[config.mk]
export PLATFORM = sky130hd
export DESIGN_NAME = pitd_top
export DESIGN_NICKNAME = d
export VERILOG_FILES = /design/src/pitd_pkg.sv /design/src/pitd_top.sv
export SDC_FILE = /design/constraint.sdc
export NUM_CORES = 1
export LEC_CHECK = 0
export ABC_AREA = 0
export BUFFER_PORTS_ARGS = -buffer_cell sky130_fd_sc_hd__buf_2
export CORE_ASPECT_RATIO = 0.7
export CORE_UTILIZATION = 45
export CTS_BUF_LIST = sky130_fd_sc_hd__clkbuf_16
export DETAILED_ROUTE_END_ITERATION = 7
export HOLD_SLACK_MARGIN = 0.08
export PLACE_DENSITY = 0.72
export SLEW_MARGIN = 30
export SYNTH_ARGS = -nofsm -noshare
export SYNTH_HDL_FRONTEND = slang
export SYNTH_SLANG_ARGS = --single-unit
[constraint.sdc]
create_clock -name CLK_SYS -period 5.3 [get_ports CLK_SYS]
set_clock_uncertainty 0.05 [all_clocks]
set_input_delay 0 -clock CLK_SYS [delete_from_list [all_inputs] [get_ports CLK_SYS]]
set_output_delay 0 -clock CLK_SYS [all_outputs]
set_load 0.02 [all_outputs]
[src/pitd_pkg.sv]
package pitd_pkg;
    typedef logic [10:0] pitd_code_t;
    localparam int         NUM_TERM      = 7;
    localparam int         CLK_PERIOD_NS = 20;
    localparam int         DEB_TIME_NS   = 20000;
    localparam int         DEB_CYC       = (DEB_TIME_NS + CLK_PERIOD_NS - 1) / CLK_PERIOD_NS;
    localparam pitd_code_t NEG_OFFSET    = 11'h3E8;
    // command base codes
    localparam pitd_code_t CMD_SS1   = 11'h000;
    localparam pitd_code_t CMD_SS2   = 11'h001;
    localparam pitd_code_t CMD_SS4   = 11'h002;
    localparam pitd_code_t CMD_HOLD  = 11'h006;
    localparam pitd_code_t CMD_COAST = 11'h007;
    localparam pitd_code_t CMD_ARST  = 11'h008;
    localparam pitd_code_t CMD_TRIP  = 11'h009;
    localparam pitd_code_t CMD_FSEL  = 11'h00B;
    localparam pitd_code_t CMD_LINK  = 11'h018;
    localparam pitd_code_t CMD_STOP  = 11'h01E;
    localparam pitd_code_t CMD_PCLR  = 11'h032;
    localparam pitd_code_t CMD_PUMP1 = 11'h033;
    localparam pitd_code_t CMD_RSET  = 11'h057;
    localparam pitd_code_t CMD_SECOND_SET_FORWARD  = 11'h058;
    localparam pitd_code_t CMD_SECOND_SET_BACKWARD  = 11'h059;
    localparam pitd_code_t CMD_FWD   = 11'h062;
    localparam pitd_code_t CMD_REV   = 11'h063;
    localparam int         TERM_FWD  = 5;
    localparam int         TERM_REV  = 6;
    // apb map
    localparam logic [7:0] OFS_ASG0   = 8'h00;
    localparam logic [7:0] OFS_STATUS = 8'h1C;
    localparam pitd_code_t ASG_RST [NUM_TERM] = '{CMD_SS1, CMD_SS2, CMD_SS4, CMD_COAST, CMD_ARST, CMD_FWD, CMD_REV};

    // base codes the decoder knows at all
    function automatic logic code_known(input pitd_code_t b);
        case (b)
            11'h000, 11'h001, 11'h002, 11'h006, 11'h007, 11'h008, 11'h009, 11'h00B, 11'h00D, 11'h00F,
            11'h010, 11'h011, 11'h012, 11'h013, 11'h014, 11'h015, 11'h016, 11'h018, 11'h019, 11'h01A,
            11'h01E, 11'h021, 11'h022, 11'h023, 11'h026, 11'h027, 11'h028, 11'h029, 11'h032, 11'h033,
            11'h034, 11'h035, 11'h036, 11'h057, 11'h058, 11'h059, 11'h062, 11'h063: code_known = 1'b1;
            default: code_known = 1'b0;
        endcase
    endfunction : code_known

    // commands with no inverted form
    function automatic logic code_no_inv(input pitd_code_t b);
        case (b)
            11'h00D, 11'h00F, 11'h010, 11'h027, 11'h028, 11'h029, 11'h058, 11'h059, 11'h062, 11'h063: begin
                code_no_inv = 1'b1;
            end
            default: code_no_inv = 1'b0;
        endcase
    endfunction : code_no_inv
endpackage : pitd_pkg

[src/pitd_top.sv]
`timescale 1ns/1ps
module pitd_top
    import pitd_pkg::*;
(
    input  wire logic        CLK_SYS,
    input  wire logic        RST,
    input  wire logic        GENERAL_INPUT_1,
    input  wire logic        GENERAL_INPUT_2,
    input  wire logic        GENERAL_INPUT_3,
    input  wire logic        GENERAL_INPUT_4,
    input  wire logic        GENERAL_INPUT_5,
    input  wire logic        RUN_FORWARD,
    input  wire logic        RUN_BACKWARD,
    input  wire logic        PSEL,
    input  wire logic        PENABLE,
    input  wire logic        PWRITE,
    input  wire logic [7:0]  PADDR,
    input  wire logic [31:0] PWDATA,
    output logic      [31:0] PRDATA,
    output logic             PREADY,
    output logic             PSLVERR,
    output logic      [2:0]  PRESET_INDEX,
    output logic             FREQ_SOURCE_SEL,
    output logic             RUN_FWD_CMD,
    output logic             RUN_REV_CMD,
    output logic             OUTPUT_CUT,
    output logic             FORCE_STOP,
    output logic             FAULT_RELAY,
    output logic             EXT_ALARM_SHOW,
    output logic [3:0]       PUMP_MOTOR_ON,
    output logic             PUMP_TIMER_CLEAR,
    output logic             RUN_SET_SELECT,
    output logic             COMMS_LINK_ON
);
    logic [NUM_TERM-1:0] pin_in;
    logic [NUM_TERM-1:0] sync1_r;
    logic [NUM_TERM-1:0] sync2_r;
    logic [NUM_TERM-1:0] deb_r;
    logic [NUM_TERM-1:0] act;
    pitd_code_t          asg_r  [NUM_TERM];
    pitd_code_t          base   [NUM_TERM];
    logic                ack_r;
    logic                hold_on, hold_asg, fwd_lvl, rev_lvl, arst_on, arst_d_r, trip_on;
    logic                run_fwd_latch_r, run_rev_latch_r, trip_r, disp_r;
    logic                arst_rise, arst_fall;

    assign pin_in = {RUN_BACKWARD, RUN_FORWARD, GENERAL_INPUT_5, GENERAL_INPUT_4,
                     GENERAL_INPUT_3, GENERAL_INPUT_2, GENERAL_INPUT_1};

    // any terminal with this base code and asserted
    function automatic logic cmd_hit(input logic [NUM_TERM-1:0] a, input pitd_code_t b [NUM_TERM],
                                     input pitd_code_t c);
        cmd_hit = 1'b0;
        for (int k = 0; k < NUM_TERM; k++) begin
            if (b[k] == c && a[k]) begin
                cmd_hit = 1'b1;
            end
        end
    endfunction : cmd_hit

    // two-flop synchroniser
    always_ff @(posedge CLK_SYS) begin
        if (RST) begin
            sync1_r <= '0;
            sync2_r <= '0;
        end else begin
            sync1_r <= pin_in;
            sync2_r <= sync1_r;
        end
    end

    // per-terminal debounce, polarity and base decode
    genvar gi;
    generate
        for (gi = 0; gi < NUM_TERM; gi++) begin : g_term
            logic [15:0] cnt_r;
            logic        deb_bit_r;
            logic        neg, fs;
            // one process per terminal owns its own debounced bit
            always_ff @(posedge CLK_SYS) begin
                if (RST) begin
                    cnt_r     <= '0;
                    deb_bit_r <= 1'b0;
                end else if (sync2_r[gi] == deb_bit_r) begin
                    cnt_r <= '0;
                end else if (cnt_r == 16'(DEB_CYC - 1)) begin
                    cnt_r     <= '0;
                    deb_bit_r <= sync2_r[gi];
                end else begin
                    cnt_r <= cnt_r + 16'h0001;
                end
            end
            assign deb_r[gi] = deb_bit_r;
            assign neg      = (asg_r[gi] >= NEG_OFFSET);
            assign base[gi] = neg ? asg_r[gi] - NEG_OFFSET : asg_r[gi];
            assign fs       = (base[gi] == CMD_TRIP) || (base[gi] == CMD_STOP);
            assign act[gi]  = deb_r[gi] ^ neg ^ fs;
        end
    endgenerate

    // apb slave: one wait state, then pready
    logic       wr_ok, sel_asg, sel_stat, acc;
    logic [2:0] widx;
    pitd_code_t wcode, wbase;
    assign acc      = PSEL && PENABLE;
    assign widx     = PADDR[4:2];
    assign sel_asg  = (PADDR[1:0] == 2'b00) && (PADDR < OFS_STATUS);
    assign sel_stat = (PADDR == OFS_STATUS);
    assign wcode    = PWDATA[10:0];
    assign wbase    = (wcode >= NEG_OFFSET) ? wcode - NEG_OFFSET : wcode;
    assign wr_ok    = sel_asg && (PWDATA[31:11] == '0) && code_known(wbase)
                      && !((wcode >= NEG_OFFSET) && code_no_inv(wbase))
                      && !(((wbase == CMD_FWD) || (wbase == CMD_REV))
                           && (widx != 3'(TERM_FWD)) && (widx != 3'(TERM_REV)));
    assign PREADY   = ack_r;
    assign PSLVERR  = ack_r && (PWRITE ? !wr_ok : !(sel_asg || sel_stat));

    always_ff @(posedge CLK_SYS) begin
        if (RST) begin
            ack_r  <= 1'b0;
            PRDATA <= 32'h0000_0000;
        end else begin
            ack_r <= acc && !ack_r;
            if (acc && !ack_r && !PWRITE) begin
                if (sel_asg) begin
                    PRDATA <= {21'h00_0000, asg_r[widx]};
                end else if (sel_stat) begin
                    PRDATA <= {16'h0000, 1'b0, act, 1'b0, deb_r};
                end else begin
                    PRDATA <= 32'h0000_0000;
                end
            end
        end
    end

    // assignment registers
    always_ff @(posedge CLK_SYS) begin
        if (RST) begin
            for (int k = 0; k < NUM_TERM; k++) begin
                asg_r[k] <= ASG_RST[k];
            end
        end else if (ack_r && PWRITE && wr_ok) begin
            asg_r[widx] <= wcode;
        end
    end

    // command levels; unassigned commands stay off
    assign hold_asg  = (base[0] == CMD_HOLD) || (base[1] == CMD_HOLD) || (base[2] == CMD_HOLD)
                       || (base[3] == CMD_HOLD) || (base[4] == CMD_HOLD) || (base[5] == CMD_HOLD)
                       || (base[6] == CMD_HOLD);
    assign hold_on   = cmd_hit(act, base, CMD_HOLD);
    assign fwd_lvl   = cmd_hit(act, base, CMD_RSET) ? cmd_hit(act, base, CMD_SECOND_SET_FORWARD)
                                                    : cmd_hit(act, base, CMD_FWD);
    assign rev_lvl   = cmd_hit(act, base, CMD_RSET) ? cmd_hit(act, base, CMD_SECOND_SET_BACKWARD)
                                                    : cmd_hit(act, base, CMD_REV);
    assign arst_on   = cmd_hit(act, base, CMD_ARST);
    assign trip_on   = cmd_hit(act, base, CMD_TRIP);
    assign arst_rise = arst_on && !arst_d_r;
    assign arst_fall = !arst_on && arst_d_r;

    // three-wire self-hold of the first run edge
    logic fwd_d_r, rev_d_r;
    always_ff @(posedge CLK_SYS) begin
        if (RST) begin
            fwd_d_r         <= 1'b0;
            rev_d_r         <= 1'b0;
            run_fwd_latch_r <= 1'b0;
            run_rev_latch_r <= 1'b0;
        end else begin
            fwd_d_r <= fwd_lvl;
            rev_d_r <= rev_lvl;
            if (!hold_on) begin
                run_fwd_latch_r <= 1'b0;
                run_rev_latch_r <= 1'b0;
            end else if (!run_fwd_latch_r && !run_rev_latch_r) begin
                run_fwd_latch_r <= fwd_lvl && !fwd_d_r;
                run_rev_latch_r <= rev_lvl && !rev_d_r && !(fwd_lvl && !fwd_d_r);
            end
        end
    end

    // trip latch, fault relay, alarm display; set wins over clear
    always_ff @(posedge CLK_SYS) begin
        if (RST) begin
            arst_d_r    <= 1'b0;
            trip_r      <= 1'b0;
            disp_r      <= 1'b0;
            FAULT_RELAY <= 1'b0;
        end else begin
            arst_d_r <= arst_on;
            if (trip_on) begin
                trip_r      <= 1'b1;
                disp_r      <= 1'b1;
                FAULT_RELAY <= 1'b1;
            end else begin
                if (arst_rise) begin
                    FAULT_RELAY <= 1'b0;
                end
                if (arst_fall) begin
                    trip_r <= 1'b0;
                    disp_r <= 1'b0;
                end
            end
        end
    end
    assign EXT_ALARM_SHOW = disp_r;

    // registered command outputs
    always_ff @(posedge CLK_SYS) begin
        if (RST) begin
            PRESET_INDEX     <= 3'h0;
            FREQ_SOURCE_SEL  <= 1'b0;
            RUN_FWD_CMD      <= 1'b0;
            RUN_REV_CMD      <= 1'b0;
            OUTPUT_CUT       <= 1'b0;
            FORCE_STOP       <= 1'b0;
            PUMP_MOTOR_ON    <= 4'h0;
            PUMP_TIMER_CLEAR <= 1'b0;
            RUN_SET_SELECT   <= 1'b0;
            COMMS_LINK_ON    <= 1'b0;
        end else begin
            PRESET_INDEX    <= {cmd_hit(act, base, CMD_SS4), cmd_hit(act, base, CMD_SS2),
                                cmd_hit(act, base, CMD_SS1)};
            FREQ_SOURCE_SEL <= cmd_hit(act, base, CMD_FSEL);
            RUN_FWD_CMD     <= hold_asg ? run_fwd_latch_r : fwd_lvl;
            RUN_REV_CMD     <= hold_asg ? run_rev_latch_r : rev_lvl;
            OUTPUT_CUT      <= cmd_hit(act, base, CMD_COAST) || trip_on || trip_r;
            FORCE_STOP      <= cmd_hit(act, base, CMD_STOP);
            for (int p = 0; p < 4; p++) begin
                PUMP_MOTOR_ON[p] <= cmd_hit(act, base, CMD_PUMP1 + 11'(p));
            end
            PUMP_TIMER_CLEAR <= cmd_hit(act, base, CMD_PCLR);
            RUN_SET_SELECT   <= cmd_hit(act, base, CMD_RSET);
            COMMS_LINK_ON    <= cmd_hit(act, base, CMD_LINK);
        end
    end
endmodule : pitd_top

Word-level counts from Yosys, hierarchy flattened
Memories as Yosys holds them, arrays and structs flattened.
Cells that the tools add are included.
Operators by class
  add/sub/neg operators: 15
  equal/unequal tests: 160
  muxes and demuxes: 170
  $lt $le $gt $ge: 9
  bitwise logic cells: 22
  reduce and logical (&&, ||, !) cells: 219
Operators with widths (count)
  $eq 11x7->1 const B: 39
  $eq 11x6->1 const B: 38
  $eq 11x4->1 const B: 23
  $eq 11x5->1 const B: 15
  $logic_and 1x1->1: 160
  $mux 1: 158
  $eq 11x3->1 const B: 14
  $add 16x1->16 const B: 7
  $eq 16x10->1 const B: 7
  $mux 11: 9
  $ge 11x10->1 const B: 8
  $sub 11x10->11 const B: 8
  $eq 11x1->1 const B: 7
  $eq 11x2->1 const B: 7
  $logic_not 11->1: 7
  $mux 15: 2
  $logic_not 21->1: 1
  $reduce_or 3->1: 7
  $logic_or 1x1->1: 17
  $reduce_and 2->1: 7
  $xor 1x1->1: 14
  $logic_not 1->1: 13
  $reduce_or 11->1: 1
  $reduce_or 10->1: 1
  other kinds (10): 25
Storage, ports and cells
  ROM bits: 128
  register bits: 188
  RAM bits: 77
  output and inout port bits: 51
  input port bits: 52
  memories kept: 2
  word-level logic and storage cells: 632
Memories
  (name not given): words 128, width 1, read ports 1, clocked after memory_dff 0, wr ports 0, line pitd_pkg.sv:35  | case (b)
  asg_r: words 7, width 11, read ports 8, clocked after memory_dff 0, wr ports 7, line pitd_top.sv:40  | pitd_code_t asg_r [NUM_TERM];

Longest topological paths before layout
Gate-level depths: netlist (run 1).
  word-level depth: 17
  depth in mapped cells: 15
  gate-level depth less buffers: 12

Worst setup path before layout (run 1)
Ideal clock, no wire load.
  kind: register to register
  start point: memory asg_r[4][4] (netlist name)
  end point: register RUN_FWD_CMD
  setup time: 67 ps
  cell stages (with the launch flop): 15
  arrival time: 3394 ps
  path buffers: 2
  clock period less this slack: 3512 ps
  data required time: 5183 ps
  slack: 1788 ps
  cell sequence: edfxtp_1 > clkbuf_1 > inv_1 > ha_1 > buf_2 > nand4b_1 > o211ai_1 > o21a_1 > or4b_1 > a211oi_1 > xnor2_1 > a2111oi_0 > and3_1 > or3b_1 > a21oi_2
RTL lines
  start, declared: line pitd_top.sv:40
  end signal, assigned: line pitd_top.sv:225  | RUN_FWD_CMD <= hold_asg ? run_fwd_latch_r : fwd_lvl;
  end, declared: line pitd_top.sv:24  | output logic RUN_FWD_CMD,

==> results of run 1 <==
[synth_stat cells, types with 8 or more instances]
| cell type | instances | area share, % |
|---|---|---|
| nor2_1 | 243 | 5.5 |
| dfxtp_1 | 182 | 22 |
| nand2_1 | 136 | 3.1 |
| nand3_1 | 97 | 2.9 |
| nor3_1 | 94 | 2.9 |
| clkbuf_1 | 86 | 2.0 |
| edfxtp_1 | 77 | 14 |
| xor2_1 | 71 | 3.8 |
| a21oi_1 | 59 | 1.8 |
| inv_1 | 56 | 1.3 |
| o21ai_0 | 55 | 1.7 |
| xnor2_1 | 50 | 2.7 |
| nor4_1 | 45 | 1.7 |
| nand2b_1 | 43 | 1.6 |
| or3_1 | 41 | 1.6 |
| nor2b_1 | 38 | 1.4 |
| nand4_1 | 37 | 1.4 |
| and3_1 | 35 | 1.3 |
| buf_2 | 21 | 0.64 |
| mux4_2 | 21 | 2.9 |
| a211oi_1 | 19 | 0.86 |
| a31oi_1 | 19 | 0.72 |
| and4_1 | 17 | 0.90 |
| buf_4 | 17 | 0.77 |
| mux2_2 | 17 | 1.2 |
| or4_1 | 17 | 0.77 |
| mux2i_1 | 16 | 0.97 |
| o31ai_1 | 16 | 0.73 |
| a22oi_1 | 15 | 0.68 |
| and2_1 | 15 | 0.57 |
| ha_1 | 15 | 1.1 |
| o211ai_1 | 13 | 0.59 |
| o21a_1 | 13 | 0.59 |
| or2_2 | 13 | 0.49 |
| a21o_1 | 11 | 0.50 |
| a222oi_1 | 10 | 0.61 |
| buf_1 | 9 | 0.20 |
| nor3b_1 | 9 | 0.41 |
| a41oi_1 | 8 | 0.42 |
[metrics by stage]
step / instances / total power, mW
floorplan: 1970 / 2.41
global placement: 2410 / 2.51
detailed placement: 2410 / 2.51
CTS: 2480 / 4.35
global route: 2480 / 4.48
finish: 2480 / 4.33
[critical path: stages, from the launching register on]
cell,delay (ps)
edfxtp_1,530
inv_1,200
ha_1,470
o41ai_1,210
a311o_1,410
a22oi_2,360
o221ai_1,240
xnor2_1,180
buf_4,190
o2111ai_1,230
a311oi_1,600
and3_1,300
nor4_1,70
o21a_1,160
[cell families after synthesis]
kind of cell             Yosys count  share of synthesized area [%]
buffers and inverters            191                           4.91
other                              1                         0.0227
AND/OR/NAND/NOR                  933                           29.8
AO/OA/AOI/OAI                    367                           16.4
flip-flops                       259                           36.1
adder cells (fa/ha/maj)           15                           1.14
XOR/XNOR                         122                           6.52
multiplexers                      55                           5.16
[layout make-up]
class | instances | area [sq um]
fill | 3422 | 17800
multi-input combinational | 1520 | 9860
sequential | 259 | 5960
timing repair buffer | 115 | 701
clock buffer | 27 | 676
tap | 480 | 601
inverter | 56 | 210
clock inverter | 23 | 169
[path summary, 6_finish.rpt]
check	start	end	slack [ps]	cells after the start
max	asg_r[3][4]$_SDFFCE_PN0P_	run_fwd_latch_r$_SDFFE_PP0P_	950	13
min	PADDR[6]	PRDATA[7]$_SDFFE_PP0P_	110	6
max reg2reg	asg_r[3][4]$_SDFFCE_PN0P_	run_fwd_latch_r$_SDFFE_PP0P_	950	13
min reg2reg	sync1_r[0]$_SDFF_PP0_	sync2_r[0]$_SDFF_PP0_	380	1
[metal layers]
layer	vias to the layer above	global-route usage [%]
li1	7279	-
met1	7479	41.5
met2	905	37.7
met3	80	9.90
met4	0	5.63
met5	-	0
[power breakdown]
group / internal (mW) / total (mW) / switching [mW]
combinational: 0.139 / 0.383 / 0.244
clock: 0.994 / 1.83 / 0.838
sequential: 2.06 / 2.11 / 0.0531
[flip-flops by register name, indices dropped and copies added (netlist names)]
signal	count
PUMP_TIMER_CLEAR	1
EXT_ALARM_SHOW	1
FAULT_RELAY	1
rev_d_r	1
OUTPUT_CUT	1
PRDATA	15
COMMS_LINK_ON	1
RUN_FWD_CMD	1
asg_r	88
FREQ_SOURCE_SEL	1
run_fwd_latch_r	1
FORCE_STOP	1
RUN_REV_CMD	1
RUN_SET_SELECT	1
sync2_r	7
sync1_r	7
run_rev_latch_r	1
PREADY	1
g_term.deb_bit_r	7
g_term.cnt_r	112
PUMP_MOTOR_ON	4
arst_d_r	1
fwd_d_r	1
PRESET_INDEX	3
[repair_timing]
| item | 4_1_cts | 5_1_grt |
|---|---|---|
| resized for setup | 0 | 0 |
| endpoints found under the hold margin | 111 | 0 |
| hold buffers | 20 | 0 |
| endpoints found under the setup margin | 0 | 0 |
==> metrics.md, run 1 <==
| Metric | Value |
|---|---|
| Clock buffer depth | 3 |
| First-pass GRT wire length | 81,500 um |
| Clock sinks | 259 |
| Root Buffer | clkbuf_16 |
| FF+latch count, synth | 259 |
| Postcts setup bufs | 0 |
| Core Area | 36,000 sq um |
| Via count | 15,700 |
| Drt via density | 6.35 |
| Final setup violation count | 0 |
| TritonCTS Buffers | 27 |
| Pins Over Slew Limit | 0 |
| Largest net degree at the start of global routing | 52 |
| Min Tclk post-route | 4350 ps |
| Slew @ Worst Pin | 1010 ps |
| Post-synth EDFFs | 77 |
| Layout cells sized above 1 | 10.8% |
| Status | complete, no violations |
| FFs w/ async S/R, synth | 0% |
| I/O Buffers | 85 |
| Setup TNS | 0 ps |
| GR Util All Layers | 27.8% |
| Initial antenna violation count | 1 |
| LEAKAGE | 6.13 nW |
| Die area | 37,400 sq um |
| Sequential fraction of the synthesis area | 36.1% |
| Die height | 162 um |
| Finished Cell Area | 18,200 sq um |
| Mapped Cells | 1,943 |
| Syn Area/Cell | 8.49 sq um |
| Routed Antenna Nets | 0 |
| Fmax | 230 MHz |
| DR WL met3 | 7590 um |
| Placed instance area | 17,100 sq um |
| FP Rows | 58 |
| Inserted Diodes | 0 |
| Cell Area, Synth | 16,500 sq um |
| CTS tree | built |
| Worst Hold Class | in -> reg |
| WL met2 | 20,700 um |
| HPWL after detailed placement | 40,400 um |
| Critical path class | reg -> reg |
| Final GP Congestion | 1.09 |
| Final worst-path cycle share | 82.1% |
| Drt initial violations | 2,229 |
| Fin. Hold Viols | 0 |
| Post-Route WL | 53,000 um |
| Worst EP arrival | 4750 ps |
| Initial core utilization | 45.8% |
| Clock transition at path regs | 80 ps |
| Number of global-route vias before repair | 14,000 |
| RSZ-0062 raised after global routing | false |
| Worst setup margin | 948 ps |
| Yosys cell types | 98 |
| P&R area growth vs syn | 10.1% |
| Relative slew slack | 32.3% |
| Nets | 2,046 |
| Pre-CTS worst setup slack | 1140 ps |
| Drt wl/cell | 21.4 um |
| Commonest cells after routing, fill and taps aside | nor2_1, dfxtp_1, nand2_1 |
| P per Cell Area | 238 nW/um^2 |
| Most common cell after layout, fill and taps aside | nor2_1 |
| Post-synth top flop | dfxtp_1 |
| CP Capture Type | flip-flop |
| Drt pass-1 iters | 8 |
| Total grt overflow | 0 |
| Crit-path max FO | 11 |
| Routed length on met1 | 23,700 um |
| Final core occ | 50.5% |
| Top Metal Used | met4 |
| Max_cap viols | 0 |
| Die width | 231 um |
| Drt drc | 0 |
| Startpoint types | flip-flop |
| H-tree Lvls | 1 |
| WHS | 109 ps |
| Data required time of the critical path | 5700 ps |
| I/O pins | 103 |
| VDD IR max | 0.257 mV |
| Ys Warns | 0 |
| Clk Latency, worst-skew pair | 580 ps |
No activity file was read; power rests on OpenSTA's default activity.
==> inputs of run 2 (changes only) <==
==> constraint.sdc (replaced) <==
create_clock -name CLK_SYS -period 4.1 [get_ports CLK_SYS]
set_clock_uncertainty 0.05 [all_clocks]
set_input_delay 0 -clock CLK_SYS [delete_from_list [all_inputs] [get_ports CLK_SYS]]
set_output_delay 0 -clock CLK_SYS [all_outputs]
set_load 0.02 [all_outputs]
==> run 2 against run 1 <==
Compared with the run above:
- the run now ends with design-rule violations left
- utilization rose by 2.3 points
- critical path depth fell by 3
- sequential share of layout area fell by 1.4 points
- non-clock buffer count rose by 102
- combinational power rose by 49%
- cell count rose by 3.9%
- count of clock-buffer cells in the layout did not move
- final area rose by 4.5%
- largest cell class unchanged
==> metrics.md, run 2 (synthesis gave the netlist of run 1 again) <==
| Metric | Value |
|---|---|
| GR Util All Layers | 29.6% (+1.8 points) |
| TritonCTS Buffers | 27 (unchanged) |
| Total grt overflow | 0 (unchanged) |
| Crit-path max FO | 4 (-7) |
| Postcts setup bufs | 0 (unchanged) |
| Slew @ Worst Pin | 1060 ps (+52.4 ps) |
| Setup TNS | 0 ps (unchanged) |
| LEAKAGE | 6.63 nW (+8.1%) |
| Drt initial violations | 1,981 (-11%) |
| Status | finished, violations left |
| Drt wl/cell | 22.2 um (+3.7%) |
| Die width | 231 um (unchanged) |
| I/O pins | 103 (unchanged) |
| Placed Cells | 2,500 (+3.7%) |
| Initial antenna violation count | 1 (unchanged) |
| Number of global-route vias before repair | 14,400 (+3.2%) |
| Fmax | 247 MHz (+7.4%) |
| Worst Hold Class | in -> reg |
| Drt drc | 4 (+4) |
| Via count | 16,200 (+2.7%) |
| HPWL after detailed placement | 44,400 um (+9.8%) |
| Die area | 37,400 sq um (unchanged) |
| CP cell instances | nor3_1, a311oi_1, or4b_1, a21oi_1, nor2_1, nor4_1, or4_4, o2111a_1, nor4_1, o21a_1 |
| Min Tclk post-route | 4050 ps (-298 ps) |
| VDD IR max | 0.314 mV (+22%) |
| H-tree Lvls | 1 (unchanged) |
| Clock transition at path regs | 70 ps (about the same) |
| Final GP Congestion | 1.02 (-7.1%) |
| Largest net degree at the start of global routing | 46 (-12%) |
| Pins Over Slew Limit | 0 (unchanged) |
| Finished Cell Area | 19,000 sq um (+4.5%) |
| Largest regs | g_term.cnt_r: 112 flops, asg_r: 88 flops, PRDATA: 15 flops |
| Startpoint types | flip-flop |
| WHS | 109 ps (+0.409 ps) |
| Hold wc startpoint | PADDR[6] |
| Worst EP arrival | 4460 ps (-290 ps) |
| CP Capture Type | flip-flop |
| CTS tree | built |
| Data required time of the critical path | 4500 ps (-1200 ps) |
| Nets | 2,148 (+5.0%) |
| P per Cell Area | 299 nW/um^2 (+25%) |
| I/O Buffers | 85 (unchanged) |
| Final worst-path cycle share | 98.9% (+17 points) |
| CP top delay family | simple AND/OR/NAND/NOR gates |
| Post-Route WL | 57,200 um (+7.8%) |
| Biggest register | g_term.cnt_r |
| RSZ-0062 raised after global routing | false |
| Max FFs per register | 112 (unchanged) |
| Clock buffer depth | 3 (unchanged) |
| CP most frequent cell | nor4_1 |
| Layout cells sized above 1 | 14.8% (+4.0 points) |
| CP max stage delay | 820 ps (+220 ps) |
| Drt pass-1 iters | 8 (unchanged) |
| Initial core utilization | 45.8% (unchanged) |
| Max_cap viols | 0 (unchanged) |
| Inserted Diodes | 0 (unchanged) |
| Worst setup path startpoint | asg_r[3][2]$_SDFFCE_PN1P_ |
| Layout Cells excl Fill | 2,577 (+3.9%) |
| P&R area growth vs syn | 15.1% |
| Clock sinks | 259 (unchanged) |
| Critical path class | reg -> reg |
| Die height | 162 um (unchanged) |
| Most common cell after layout, fill and taps aside | nor2_1 |
| Routed Antenna Nets | 0 (unchanged) |
| Core Area | 36,000 sq um (unchanged) |
| Final setup violation count | 0 (unchanged) |
| Drt via density | 6.27 (-1.2%) |
| FP Rows | 58 (unchanged) |
| Root Buffer | clkbuf_16 |
| Worst r2r src | asg_r[3][2]$_SDFFCE_PN1P_ |
| Commonest cells after routing, fill and taps aside | nor2_1, dfxtp_1, nand2_1 |
| First-pass GRT wire length | 85,500 um (+4.9%) |
| Worst path slowest cell | nor4_1 |
| Fillers | 3,345 (-2.3%) |
| Placed instance area | 17,800 sq um (+3.9%) |
| Clk Latency, worst-skew pair | 570 ps (about the same) |
| Relative slew slack | 28.9% (-3.3 points) |
| Final core occ | 52.7% (+2.3 points) |
| Worst path buffer plus inverter count | 0 (-2) |
| Fin. Hold Viols | 0 (unchanged) |
| Violated checks | design-rule violations |
run 2: cell count changes in the layout (fill, tap and decap cells not counted), sizes merged:
| cell | before | now |
|---|---|---|
| buf | 95 | 185 |
| dlygate4sd3 | 20 | 32 |
| inv | 69 | 63 |
| clkinv | 7 | 9 |
| clkinvlp | 2 | 0 |
| bufinv | 1 | 2 |
run 2: what timing repair did:
item                       CTS  global route
hold buffers                32             0
gates resized for setup      0             8
setup endpoints to repair    0            42
hold endpoints to repair   126             0
run 2: cell type report:
cell class | instances | area, sq um | area share [%]
clock buffer | 27 | 676 | 3.56
clock inverter | 18 | 158 | 0.830
inverter | 56 | 210 | 1.11
multi-input combinational | 1520 | 9890 | 52.1
sequential | 259 | 5960 | 31.4
tap | 480 | 601 | 3.16
timing repair buffer | 217 | 1500 | 7.88
run 2: report_power, final:
| group | internal [mW] | switching [mW] |
|---|---|---|
| clock | 1.33 | 1.07 |
| combinational | 0.210 | 0.360 |
| sequential | 2.66 | 0.0479 |
run 2: per-layer routing:
metal	share of wire [%]	GRT usage (%)	routed length (um)
met5	0.023	0	13
met4	2.4	6.98	1360
met2	39	40.1	22200
met3	14	11.1	7790
met1	45	43.6	25800
run 2: worst register-to-register path, cell delays in order, from the launching register on:
cell,delay (ps)
edfxtp_1,480
nor3_1,620
a311oi_1,250
or4b_1,540
a21oi_1,280
nor2_1,150
nor4_1,820
or4_4,270
o2111a_1,260
nor4_1,60
o21a_1,160
run 2: metrics by stage:
stage          setup slack (ps)  power (mW)
2_1_floorplan               588        3.11
3_3_place_gp                101        3.29
3_5_place_dp                144        3.29
4_1_cts                    61.4        5.69
5_1_grt                    12.3        5.85
6_report                   45.8        5.68
run 2: path summary, 6_finish.rpt:
check                                  to  cells past startpoint  slack (ps)
min reg2reg         sync2_r[6]$_SDFF_PP0_                      1         390
max reg2reg  run_fwd_latch_r$_SDFFE_PP0P_                     10          50
min                PRDATA[7]$_SDFFE_PP0P_                      6         110
max          run_fwd_latch_r$_SDFFE_PP0P_                     10          50
